### src/verilog/mot_pkg.sv
// Shared constants and types for the motor overload thermal model
package mot_pkg;
   // Clock and tick timing
   localparam int CLK_HZ = 25_000_000;
   localparam int TICK_MS = 10;
   localparam int TICK_CYCLES = CLK_HZ / 1000 * TICK_MS;
   localparam int TICKS_PER_S = 1000 / TICK_MS;
   // Trip curve constant in seconds
   localparam int CURVE_SECONDS = 35;
   localparam logic [5:0] MAX_CLASS = 6'h28;
   // Cooling time setting is in minutes, five time constants per setting
   localparam int COOL_TAUS = 5;
   localparam int COOL_TICKS_PER_MIN = 60 * TICKS_PER_S / COOL_TAUS;
   // Content is a fraction, full scale at 2^FRAC
   localparam int FRAC = 24;
   localparam int CW = 25;
   localparam logic [CW-1:0] CONTENT_ONE = 25'h1000000;
   localparam int PCT = 100;
   localparam int DW = 52;
   localparam logic [8:0] DERATE_UNITY = 9'h100;
   localparam int DERATE_SHIFT = 8;
   // Register byte addresses
   localparam logic [7:0] A_RATED = 8'h00;
   localparam logic [7:0] A_RATIO = 8'h04;
   localparam logic [7:0] A_CLASS = 8'h08;
   localparam logic [7:0] A_LEVEL = 8'h0c;
   localparam logic [7:0] A_CTRL = 8'h10;
   localparam logic [7:0] A_CONTENT = 8'h14;
   localparam logic [7:0] A_STATE = 8'h18;
   localparam logic [7:0] A_INT_STAT = 8'h1c;
   localparam logic [7:0] A_INT_MASK = 8'h20;
   // Field positions
   localparam int F_HC = 8;
   localparam int F_RUNCLS = 8;
   localparam int F_INDEP = 16;
   localparam int F_LOCK = 8;
   localparam int F_COOL = 16;
   // Interrupt bits
   localparam int IRQ_ALARM = 0;
   localparam int IRQ_TRIP = 1;
   localparam int IRQ_RELEASE = 2;
   localparam int NIRQ = 3;
   // Reset values
   localparam logic [11:0] RST_RATED = 12'h064;
   localparam logic [7:0] RST_SF = 8'h64;
   localparam logic [7:0] RST_HC = 8'h3c;
   localparam logic [5:0] RST_CLASS = 6'h0a;
   localparam logic [6:0] RST_ALARM = 7'h5a;
   localparam logic [6:0] RST_LOCK = 7'h0f;
   localparam logic [7:0] RST_COOL = 8'h1e;

   // Software settings
   typedef struct packed {
      logic [11:0] rated_current_setting;
      logic [7:0] service_factor_setting;
      logic [7:0] hot_cold_ratio_setting;
      logic [5:0] starting_class_setting;
      logic [5:0] running_class_setting;
      logic independent_start_run_enable;
      logic [6:0] alarm_level_setting;
      logic [6:0] lockout_level_setting;
      logic [7:0] cooling_time_setting;
      logic controlled_stop_enable;
   } mot_settings_t;

   // Update sequence states
   typedef enum logic [1:0] {
      PH_IDLE = 2'b00,
      PH_STEADY = 2'b01,
      PH_RATE = 2'b10,
      PH_APPLY = 2'b11
   } mot_phase_t;

   // Fault stop states
   typedef enum logic [1:0] {
      FS_NORMAL = 2'b00,
      FS_DECEL = 2'b01,
      FS_LOCKED = 2'b10
   } mot_fault_t;
endpackage : mot_pkg

### src/verilog/mot_overload.sv
// I-squared-t motor overload thermal model with register port
// How it works
// - Heating accumulates only when current exceeds rated current times service factor
// - No trip is declared while current stays at or below pickup
// - Class N trips in N seconds at six times rated current
// - Trip time is 35 times class over squared derated current minus one
// - Classes 1 to 40 in steps of one are selectable
// - Separate start and run classes; class zero disables that phase
// - Present thermal content is readable on a port and a register
// - Alarm is raised once content reaches the alarm level
// - Alarm drives a relay output warning of an impending trip
// - Content reaching full scale trips and stops the motor
// - With controlled stop enabled, deceleration runs before the final stop
// - Per-tick integration keeps trip time within tolerance
// - After a trip, starts are refused until content falls below lockout
// - Below pickup, content moves exponentially toward the hot/cold steady value
// - Start class during starting, run class afterwards, content kept across
//
// Chosen here: strobed register access and the placing of the registers.
`timescale 1ns/1ps
module mot_overload #(
   parameter int TICK_CYCLES = mot_pkg::TICK_CYCLES
) (
   // Clock and reset
   input wire logic clk_i,
   input wire logic rst_n_i,
   // Register port
   input wire logic [7:0] addr_i,
   input wire logic [31:0] wdata_i,
   input wire logic wr_i,
   input wire logic rd_i,
   output logic [31:0] rdata_o,
   // Motor measurement and sequencing
   input wire logic [11:0] current_i,
   input wire logic [8:0] derate_i,
   input wire logic starting_i,
   input wire logic start_request_i,
   input wire logic decel_done_i,
   // Protection outputs
   output logic [mot_pkg::CW-1:0] thermal_content_o,
   output logic alarm_o,
   output logic trip_o,
   output logic decel_request_o,
   output logic stop_o,
   output logic start_permit_o,
   output logic irq_o
);

   typedef struct packed {
      mot_pkg::mot_settings_t cfg;
      logic [mot_pkg::NIRQ-1:0] int_stat;
      logic [mot_pkg::NIRQ-1:0] int_mask;
      logic [31:0] rdata;
      logic [31:0] tick_cnt;
      mot_pkg::mot_phase_t ph;
      mot_pkg::mot_fault_t fs;
      logic [mot_pkg::DW-1:0] num;
      logic [mot_pkg::DW-1:0] den;
      logic [mot_pkg::DW-1:0] quo;
      logic [mot_pkg::DW:0] rem;
      logic [5:0] cnt;
      logic heat;
      logic active;
      logic [mot_pkg::CW-1:0] ss;
      logic [mot_pkg::CW-1:0] content;
      logic alarm;
   } mot_state_t;

   mot_state_t s;
   mot_state_t next_s;

   // Derived operating values
   logic [20:0] fla_derated;
   logic [12:0] eff_fla;
   logic [25:0] eff_sq;
   logic [23:0] cur_sq;
   logic [19:0] pickup_lhs;
   logic [19:0] pickup_rhs;
   logic over_pickup;
   logic [5:0] cls;
   logic [mot_pkg::DW:0] rem_sh;
   logic [mot_pkg::CW-1:0] q_sat;
   logic [mot_pkg::CW-1:0] diff;
   logic [mot_pkg::CW-1:0] step;
   logic [mot_pkg::CW:0] sum;
   logic [31:0] content_pct;
   logic [31:0] alarm_ref;
   logic [31:0] lock_ref;
   logic alarm_now;
   logic below_lock;
   logic [mot_pkg::NIRQ-1:0] ev;

   // Class limited to the selectable range
   function automatic logic [5:0] clamp_class(input logic [5:0] c);
      clamp_class = (c > mot_pkg::MAX_CLASS) ? mot_pkg::MAX_CLASS : c;
   endfunction : clamp_class

   // Percent setting placed on the content scale
   function automatic logic [31:0] pct_level(input logic [6:0] p);
      pct_level = {25'h0, p} << mot_pkg::FRAC;
   endfunction : pct_level

   // Effective rated current with imbalance derate applied
   always_comb begin
      fla_derated = s.cfg.rated_current_setting * derate_i;
      eff_fla = fla_derated[20:8];
      if (eff_fla == 13'h0) begin
         eff_fla = 13'h1;
      end
      eff_sq = eff_fla * eff_fla;
      cur_sq = current_i * current_i;
   end

   // Pickup is rated current times service factor, not derated
   assign pickup_lhs = current_i * 8'(mot_pkg::PCT);
   assign pickup_rhs = s.cfg.rated_current_setting * s.cfg.service_factor_setting;
   assign over_pickup = pickup_lhs > pickup_rhs;

   // Class for the present phase of the motor
   always_comb begin
      if (s.cfg.independent_start_run_enable && starting_i) begin
         cls = clamp_class(s.cfg.starting_class_setting);
      end else begin
         cls = clamp_class(s.cfg.running_class_setting);
      end
   end

   // Level comparisons on the content scale
   assign content_pct = s.content * 7'(mot_pkg::PCT);
   assign alarm_ref = pct_level(s.cfg.alarm_level_setting);
   assign lock_ref = pct_level(s.cfg.lockout_level_setting);
   assign alarm_now = content_pct >= alarm_ref;
   assign below_lock = content_pct < lock_ref;

   // Divider step and result shaping
   always_comb begin
      rem_sh = {s.rem[mot_pkg::DW-1:0], s.num[mot_pkg::DW-1]};
      if (s.quo > {27'h0, mot_pkg::CONTENT_ONE}) begin
         q_sat = mot_pkg::CONTENT_ONE;
      end else begin
         q_sat = s.quo[mot_pkg::CW-1:0];
      end
      diff = (s.ss > s.content) ? s.ss - s.content : s.content - s.ss;
      step = (q_sat > diff) ? diff : q_sat;
      sum = {1'b0, s.content} + {1'b0, q_sat};
   end

   // Next state
   always_comb begin
      next_s = s;
      ev = '0;
      next_s.rdata = 32'h0;
      // Register writes
      if (wr_i) begin
         case (addr_i)
            mot_pkg::A_RATED: begin
               next_s.cfg.rated_current_setting = wdata_i[11:0];
            end
            mot_pkg::A_RATIO: begin
               next_s.cfg.service_factor_setting = wdata_i[7:0];
               next_s.cfg.hot_cold_ratio_setting = wdata_i[mot_pkg::F_HC +: 8];
            end
            mot_pkg::A_CLASS: begin
               next_s.cfg.starting_class_setting = wdata_i[5:0];
               next_s.cfg.running_class_setting = wdata_i[mot_pkg::F_RUNCLS +: 6];
               next_s.cfg.independent_start_run_enable = wdata_i[mot_pkg::F_INDEP];
            end
            mot_pkg::A_LEVEL: begin
               next_s.cfg.alarm_level_setting = wdata_i[6:0];
               next_s.cfg.lockout_level_setting = wdata_i[mot_pkg::F_LOCK +: 7];
               next_s.cfg.cooling_time_setting = wdata_i[mot_pkg::F_COOL +: 8];
            end
            mot_pkg::A_CTRL: begin
               next_s.cfg.controlled_stop_enable = wdata_i[0];
            end
            mot_pkg::A_INT_MASK: begin
               next_s.int_mask = wdata_i[mot_pkg::NIRQ-1:0];
            end
            default: begin
            end
         endcase
      end
      // Register reads, data one cycle later
      if (rd_i) begin
         case (addr_i)
            mot_pkg::A_RATED: next_s.rdata = {20'h0, s.cfg.rated_current_setting};
            mot_pkg::A_RATIO: begin
               next_s.rdata = {16'h0, s.cfg.hot_cold_ratio_setting, s.cfg.service_factor_setting};
            end
            mot_pkg::A_CLASS: begin
               next_s.rdata = {15'h0, s.cfg.independent_start_run_enable, 2'h0,
                               s.cfg.running_class_setting, 2'h0, s.cfg.starting_class_setting};
            end
            mot_pkg::A_LEVEL: begin
               next_s.rdata = {8'h0, s.cfg.cooling_time_setting, 1'b0, s.cfg.lockout_level_setting,
                               1'b0, s.cfg.alarm_level_setting};
            end
            mot_pkg::A_CTRL: next_s.rdata = {31'h0, s.cfg.controlled_stop_enable};
            mot_pkg::A_CONTENT: next_s.rdata = {7'h0, s.content};
            mot_pkg::A_STATE: next_s.rdata = {28'h0, s.fs, s.heat, s.alarm};
            mot_pkg::A_INT_STAT: begin
               next_s.rdata = {29'h0, s.int_stat};
               next_s.int_stat = '0;
            end
            mot_pkg::A_INT_MASK: next_s.rdata = {29'h0, s.int_mask};
            default: next_s.rdata = 32'h0;
         endcase
      end
      // Periodic tick
      if (s.tick_cnt >= 32'(TICK_CYCLES - 1)) begin
         next_s.tick_cnt = 32'h0;
      end else begin
         next_s.tick_cnt = s.tick_cnt + 32'h1;
      end
      // Update sequence, one pass per tick
      case (s.ph)
         mot_pkg::PH_IDLE: begin
            if (s.tick_cnt >= 32'(TICK_CYCLES - 1)) begin
               next_s.ph = mot_pkg::PH_STEADY;
               next_s.active = cls != 6'h0;
               next_s.heat = over_pickup && (cls != 6'h0);
               // Steady value: hot/cold ratio times derated current ratio
               next_s.num = 52'(({20'h0, s.cfg.hot_cold_ratio_setting} * current_i) << mot_pkg::FRAC);
               next_s.den = 52'(eff_fla * 7'(mot_pkg::PCT));
               next_s.rem = '0;
               next_s.quo = '0;
               next_s.cnt = 6'(mot_pkg::DW);
            end
         end
         mot_pkg::PH_STEADY, mot_pkg::PH_RATE: begin
            next_s.num = s.num << 1;
            if (rem_sh >= {1'b0, s.den}) begin
               next_s.rem = rem_sh - {1'b0, s.den};
               next_s.quo = {s.quo[mot_pkg::DW-2:0], 1'b1};
            end else begin
               next_s.rem = rem_sh;
               next_s.quo = {s.quo[mot_pkg::DW-2:0], 1'b0};
            end
            next_s.cnt = s.cnt - 6'h1;
            if (s.cnt == 6'h1) begin
               next_s.rem = '0;
               next_s.cnt = 6'(mot_pkg::DW);
               if (s.ph == mot_pkg::PH_STEADY) begin
                  next_s.ph = mot_pkg::PH_RATE;
                  next_s.ss = (next_s.quo > {27'h0, mot_pkg::CONTENT_ONE}) ?
                              mot_pkg::CONTENT_ONE : next_s.quo[mot_pkg::CW-1:0];
                  next_s.quo = '0; // Rate divide starts from an empty quotient
                  if (s.heat) begin
                     // Per tick share of 35*class/(r^2-1) seconds
                     next_s.num = 52'((cur_sq - eff_sq[23:0]) << mot_pkg::FRAC);
                     if ({2'h0, cur_sq} <= eff_sq) begin
                        next_s.num = '0;
                     end
                     next_s.den = 52'(eff_sq * 32'(cls * 6'(mot_pkg::CURVE_SECONDS))
                                      * 7'(mot_pkg::TICKS_PER_S));
                  end else begin
                     // Exponential step toward the steady value
                     next_s.num = 52'(next_s.ss > s.content ? next_s.ss - s.content
                                                             : s.content - next_s.ss);
                     next_s.den = 52'(s.cfg.cooling_time_setting * 11'(mot_pkg::COOL_TICKS_PER_MIN));
                     if (s.cfg.cooling_time_setting == 8'h0) begin
                        next_s.den = 52'h1;
                     end
                  end
               end else begin
                  // Final quotient is kept for the apply step
                  next_s.ph = mot_pkg::PH_APPLY;
               end
            end
         end
         mot_pkg::PH_APPLY: begin
            next_s.ph = mot_pkg::PH_IDLE;
            if (s.heat) begin
               next_s.content = sum > {1'b0, mot_pkg::CONTENT_ONE} ?
                                mot_pkg::CONTENT_ONE : sum[mot_pkg::CW-1:0];
            end else if (s.ss > s.content) begin
               next_s.content = s.content + step;
            end else begin
               next_s.content = s.content - step;
            end
         end
         default: next_s.ph = mot_pkg::PH_IDLE;
      endcase
      // Alarm tracks content against alarm level
      next_s.alarm = alarm_now;
      ev[mot_pkg::IRQ_ALARM] = alarm_now && !s.alarm;
      // Trip and fault stop sequence
      case (s.fs)
         mot_pkg::FS_NORMAL: begin
            if (s.content >= mot_pkg::CONTENT_ONE && s.heat && s.active && over_pickup) begin
               ev[mot_pkg::IRQ_TRIP] = 1'b1;
               next_s.fs = s.cfg.controlled_stop_enable ? mot_pkg::FS_DECEL : mot_pkg::FS_LOCKED;
            end
         end
         mot_pkg::FS_DECEL: begin
            if (decel_done_i) begin
               next_s.fs = mot_pkg::FS_LOCKED;
            end
         end
         mot_pkg::FS_LOCKED: begin
            if (below_lock) begin
               ev[mot_pkg::IRQ_RELEASE] = 1'b1;
               next_s.fs = mot_pkg::FS_NORMAL;
            end
         end
         default: next_s.fs = mot_pkg::FS_NORMAL;
      endcase
      // Events set sticky bits, set wins over read clear
      next_s.int_stat = next_s.int_stat | ev;
   end

   // State register
   always_ff @(posedge clk_i) begin
      if (!rst_n_i) begin
         s <= '0;
         s.cfg.rated_current_setting <= mot_pkg::RST_RATED;
         s.cfg.service_factor_setting <= mot_pkg::RST_SF;
         s.cfg.hot_cold_ratio_setting <= mot_pkg::RST_HC;
         s.cfg.starting_class_setting <= mot_pkg::RST_CLASS;
         s.cfg.running_class_setting <= mot_pkg::RST_CLASS;
         s.cfg.alarm_level_setting <= mot_pkg::RST_ALARM;
         s.cfg.lockout_level_setting <= mot_pkg::RST_LOCK;
         s.cfg.cooling_time_setting <= mot_pkg::RST_COOL;
         s.ph <= mot_pkg::PH_IDLE;
         s.fs <= mot_pkg::FS_NORMAL;
      end else begin
         s <= next_s;
      end
   end

   // Outputs
   assign rdata_o = s.rdata;
   assign thermal_content_o = s.content;
   assign alarm_o = s.alarm;
   assign trip_o = s.fs != mot_pkg::FS_NORMAL;
   assign decel_request_o = s.fs == mot_pkg::FS_DECEL;
   assign stop_o = s.fs == mot_pkg::FS_LOCKED;
   assign start_permit_o = start_request_i && (s.fs == mot_pkg::FS_NORMAL);
   assign irq_o = |(s.int_stat & s.int_mask);

endmodule : mot_overload

### config.mk
export PLATFORM = sky130hd
export DESIGN_NAME = mot_overload
export DESIGN_NICKNAME = d
export VERILOG_FILES = /design/src/verilog/mot_pkg.sv /design/src/verilog/mot_overload.sv
export SDC_FILE = /design/constraint.sdc
export NUM_CORES = 2
export LEC_CHECK = 0
export BUFFER_PORTS_ARGS = -buffer_cell sky130_fd_sc_hd__buf_4
export CAP_MARGIN = 15
export CORE_MARGIN = 2
export CORE_UTILIZATION = 32
export DETAILED_ROUTE_END_ITERATION = 6
export GPL_ROUTABILITY_DRIVEN = 0
export PLACE_DENSITY_LB_ADDON = 0.05
export SYNTH_ARGS = -nofsm -noshare
export SYNTH_HDL_FRONTEND = slang
export SYNTH_SLANG_ARGS = --single-unit
### constraint.sdc
create_clock -name clk_i -period 29.2 [get_ports clk_i]
set_input_delay 4.38 -clock clk_i [delete_from_list [all_inputs] [get_ports clk_i]]
set_output_delay 4.38 -clock clk_i [all_outputs]
set_load 0.03 [all_outputs]
== Yosys cells after proc, flatten, opt, wreduce, memory -nomap -nowiden ==
Index checks and enable logic that the tools add are counted.
Word-level totals
  register bits after elaboration: 405
  input bits: 68
  output and inout bits: 63
  word-level logic and storage cells: 156
Cells by class
  add/subtract/negate cells: 11
  $mul: 12
  $lt $le $gt $ge: 15
  equal/unequal tests: 20
  multiplexer cells: 37
  bitwise gates (word level): 3
  reduce and logical (&&, ||, !) cells: 32
Operators by type and width (number)
  $pmux W215 S2: 1
  $pmux W25 S9: 1
  $mux W217: 1
  $mux W215: 1
  $mux W25: 7
  $mux W156: 1
  $mux W105: 1
  $gt A52 B25 Y1 const B: 2
  $mux W104: 1
  $mux W52: 2
  $gt A25 B25 Y1: 3
  $sub A25 B25 Y25: 3
  $mux W54: 1
  $ge A53 B52 Y1: 1
  $sub A53 B52 Y53: 1
  $sub A25 B25 Y26: 2
  $mul A38 B5 Y43 const B: 1
  $mul A26 B12 Y38: 1
  $add A32 B1 Y32 const B: 1
  $eq A8 B5 Y1 const B: 4
  $ge A32 B18 Y1 const B: 1
  $ge A32 B31 Y1: 1
  $lt A32 B31 Y1: 1
  $mul A25 B5 Y30 const B: 1
  48 further kinds: 90

== Depth between registers and ports, before layout ==
  word-level depth: 11
  gate-level depth with buffers: 80
  depth with buffers taken out: 76

== Worst setup path before layout ==
Ideal clock, no wire load.
  path type: input port to flip-flop
  start point: input port derate_i[0]
  end point: register s[207] (netlist bit)
  setup time: 0.125 ns
  data arrival time: 21.824 ns
  required time: 29.075 ns
  path slack: 7.251 ns
  cell stages on the path: 71
  buffers on the path: 2
  path through: clkbuf_1 > nand2_1 > fa_1 > inv_1 > fa_1 > fa_1 > inv_1 > fa_1 > inv_1 > ha_1 > and3_1 > nand3_1 > a31oi_1 > a2111oi_1 > o31ai_1 > and2_1 > clkbuf_1 > nor2_1 > [35 not listed] > a21o_1 > a21o_1 > xor2_1 > ha_1 > ha_1 > inv_1 > fa_1 > inv_1 > ha_1 > and3_1 > a32o_1 > o41ai_1 > nand2b_1 > a31o_2 > a21oi_1 > o31a_1 > xor2_1 > o21ai_1
Between the ends
  longest elaborated chain between the ends: 10
RTL lines
  start: declaration: line mot_overload.sv:35  | input wire logic [8:0] derate_i,
  $mul A12 B9 Y21 *: line mot_overload.sv:105  | fla_derated = s.cfg.rated_current_setting * derate_i;
  $logic_not A13 Y1: line mot_overload.sv:107  | if (eff_fla == 13'h0) begin
  $mux W13 *: line mot_overload.sv:107
  $mul A13 B13 Y26 *: line mot_overload.sv:110  | eff_sq = eff_fla * eff_fla;
  $mul A26 B12 Y38 *: line mot_overload.sv:254  | next_s.den = 52'(eff_sq * 32'(cls * 6'(mot_pkg::CURVE_SECONDS))
  $mul A38 B5 Y43 *: line mot_overload.sv:255  | * 7'(mot_pkg::TICKS_PER_S));
  $mux W104 *: line mot_overload.sv:248  | if (s.heat) begin
  $mux W156 *: line mot_overload.sv:243  | if (s.ph == mot_pkg::PH_STEADY) begin
  $mux W215 *: line mot_overload.sv:240  | if (s.cnt == 6'h1) begin
  $pmux W215 S2 *: line mot_overload.sv:216  | case (s.ph)
  end signal: assignment: line mot_overload.sv:327  | s <= next_s;
  end: declaration: line mot_overload.sv:69  | mot_state_t s;
Mark *: on every way between the ends. The rest lies on a longest branch, timed or not. The select of a mux whose other input is x is not followed.
A chain may end at the register's enable or synchronous reset.

== Final worst setup path ==
  start point: input port derate_i[0]
  end point: register s[205] (netlist bit)
The elaborated chain is that of the path after synthesis.

==> flow_metrics.env <==
export IMPL_critPathMaxFanout=11
export IMPL_yosysTopAreaCell="fa_1"
export IMPL_synth_warning_count=0
export IMPL_fin_crit_sh_pct=81.15
export IMPL_drc=0
export IMPL_io_buffers=115
export IMPL_min_path_type="flop to flop"
export IMPL_maxCapViolations=0
export IMPL_antenna_found_initial=14
export IMPL_synth_most_common_cell="inv_1"
export IMPL_crit_required_ps=29700
export IMPL_grt_ovfl_total=0
export IMPL_critPathMaxStageDelay_ps=820
export IMPL_vias_per_cell=5.117
export IMPL_cts_sinks=390
export IMPL_nets=9728
export IMPL_die_area_sq_um=209000
export IMPL_cts_root_buf="clkbuf_16"
export IMPL_post_cts_setup_buffers=0
export IMPL_die_h_um=457.2
export IMPL_die_x_um=457.2
export IMPL_dp_worst_setup_slack_ps=4734
export IMPL_clk_insertion_delay_late_ps=650
export IMPL_synth_main_ff_cell="dfxtp_1"
export IMPL_cts_buffer_depth=3
export IMPL_relSlewSlack_pct=16.37
export IMPL_synth_edf_count=0
export IMPL_drtAntennaViolNets=0
export IMPL_areaGrowthSynthToFinish_pct=8.360
export IMPL_path_clk_slew_ps=60
export IMPL_syn_area_per_cell_sq_um=8.135
export IMPL_fill_cells=21686
export IMPL_cts_tree="yes"
export IMPL_grt_pass1_vias=56551
export IMPL_tightest_slew_ps=1250
export IMPL_synthTopCellsByCount="inv_1 (1289), ha_1 (949), nand2_1 (833), fa_1 (679), nor2_1 (540)"
export IMPL_yosysTopAreaCellShare_pct=20.68
export IMPL_grt_pass1_wl_um=344600
export IMPL_drive_gt1_share_pct=5.390
export IMPL_hpwl_um=177100
export IMPL_ys_seq_area_share_pct=11.88
export IMPL_stdcell_area_sq_um=71210
export IMPL_min_from="s[272]$_SDFF_PP0_"
export IMPL_track_usage_pct=21.03
export IMPL_hold_viol=0
export IMPL_status="finished, final reports clean"
export IMPL_fp_row_count=166
export IMPL_syn_instance_count=8078
export IMPL_fmax_mhz=42.20
export IMPL_finClkSkew_ps=66.35
export IMPL_rsz0062_at_grt="no"
export IMPL_drtPass1Iterations=6
export IMPL_synth_cell_type_count=102
export IMPL_cts_hold_repair_buffers=0
export IMPL_crit_path_start_kind="input pin"
export IMPL_drt_total_wl_um=219100
export IMPL_syn_area_sq_um=65720
export IMPL_core_area_sq_um=204400
export IMPL_finalSetupViolCount=0
export IMPL_rrSetupSlack_ps=8770
export IMPL_grt_max_degree=79
export IMPL_fin_setup_tns_ps=0
export IMPL_async_flop_share_pct=0
export IMPL_worstSetupPathType="input pin to flop"
export IMPL_critPathCaptureType="flop"
export IMPL_vias=55068
export IMPL_cpMostUsedCell="fa_1"
export IMPL_cts_resized=0
export IMPL_cp_arrival_ps=24190
export IMPL_initial_core_util_pct=32.15
export IMPL_htreeDepth=2
export IMPL_period_minus_slack_ps=23700
export IMPL_synth_seq_cells=390
export IMPL_finalMaxSlewViolations=0
export IMPL_critPathLaunch="derate_i[0]"
export IMPL_dpl_cell_area_sq_um=69490
export IMPL_synth_area_leaders="fa_1 (21%), ha_1 (18%), dfxtp_1 (12%)"
export IMPL_cts_buffers=49
export IMPL_r2r_start="s[399]$_SDFFE_PN1P_"
export IMPL_fin_ws_ps=5505
export IMPL_num_io_pins=131
export IMPL_slowest_stage="a2111oi_1"
export IMPL_first_iter_violations=3271
export IMPL_avgRoutedWirePerCell_um=20.36
[per-stage QoR]
stage                     utilization, %  instances  hold slack, ps
final                              34.84      10761           440.4
after global routing               34.84      10759           468.7
after CTS                          34.84      10758           441.7
after detailed placement           34.00      10668           433.8
after global placement             34.00      10668           429.1
after floorplan                        -       8098           413.0
[critical path: cells and delay by family]
kind	cells	cell delay (ps)
xor gates and xnor gates	4	1350
adders and majority gates	21	9450
and+or+nand+nor	15	2740
AOI/OAI and AO/OA	19	4990
buffers and inverters	14	1260
[kinds of logic after synthesis]
family	share of synthesized area (%)
AOI/OAI and AO/OA	16.86
xor gates and xnor gates	5.413
adders and majority gates	38.77
buffers and inverters	9.857
DFF	11.88
muxes	1.262
other	0.005706
and+or+nand+nor	15.96
[flip-flops by register name, indices dropped and copies added, names as in the netlist]
| name | flops |
|---|---|
| alarm_o | 1 |
| alarm_ref | 7 |
| lock_ref | 7 |
| rdata_o | 25 |
| rem_sh | 53 |
| s | 272 |
| thermal_content_o | 25 |
[final timing paths]
check,endpoint,depth (start not counted)
worst max-delay path,s[205]$_SDFFE_PN0P_,73
worst min-delay path,s[272]$_SDFF_PP0_,1
worst max register to register,s[205]$_SDFFE_PN0P_,73
worst min register to register,s[272]$_SDFF_PP0_,1
[cell usage in the layout (no fill, tap or decap), types with 59 or more instances in the layout]
cell type and count:
a21o_1 211, xor2_1 155, a22oi_1 115, o21ai_0 280, dfxtp_1 389, nand2b_1 91
inv_1 1289, a21oi_1 482, ha_1 949, nand3_1 118, fa_1 679, o21bai_1 59
nor3_1 117, buf_4 243, nand2_1 832, nor2_1 537, xnor2_1 240, and2_1 219
[final cells by class]
type                            instances  area [sq um]  area share [%]
Multi-Input combinational cell       6053         51630           72.50
Sequential cell                       390          7809           10.97
Inverter                             1294          4862           6.828
Tap cell                             2688          3363           4.723
Timing Repair Buffer                  244          1829           2.569
Clock buffer                           59          1335           1.875
Clock inverter                         31         377.9          0.5306
Antenna cell                            2         5.005        0.007028
[routing by layer]
metal  part of all wire (%)  global-route usage (%)  wire length, um  vias to the layer above
li1                       -                       -                -                    26724
met1                     50                   31.11           110400                    27221
met2                     44                   33.72            97230                      968
met3                    3.7                   1.743             8100                      151
met4                    1.5                   3.169             3332                        4
met5                  0.012                       0               27                        -
Power is not shown: default switching activity piles up to over one toggle a cycle in this logic, so the estimate is an artifact.
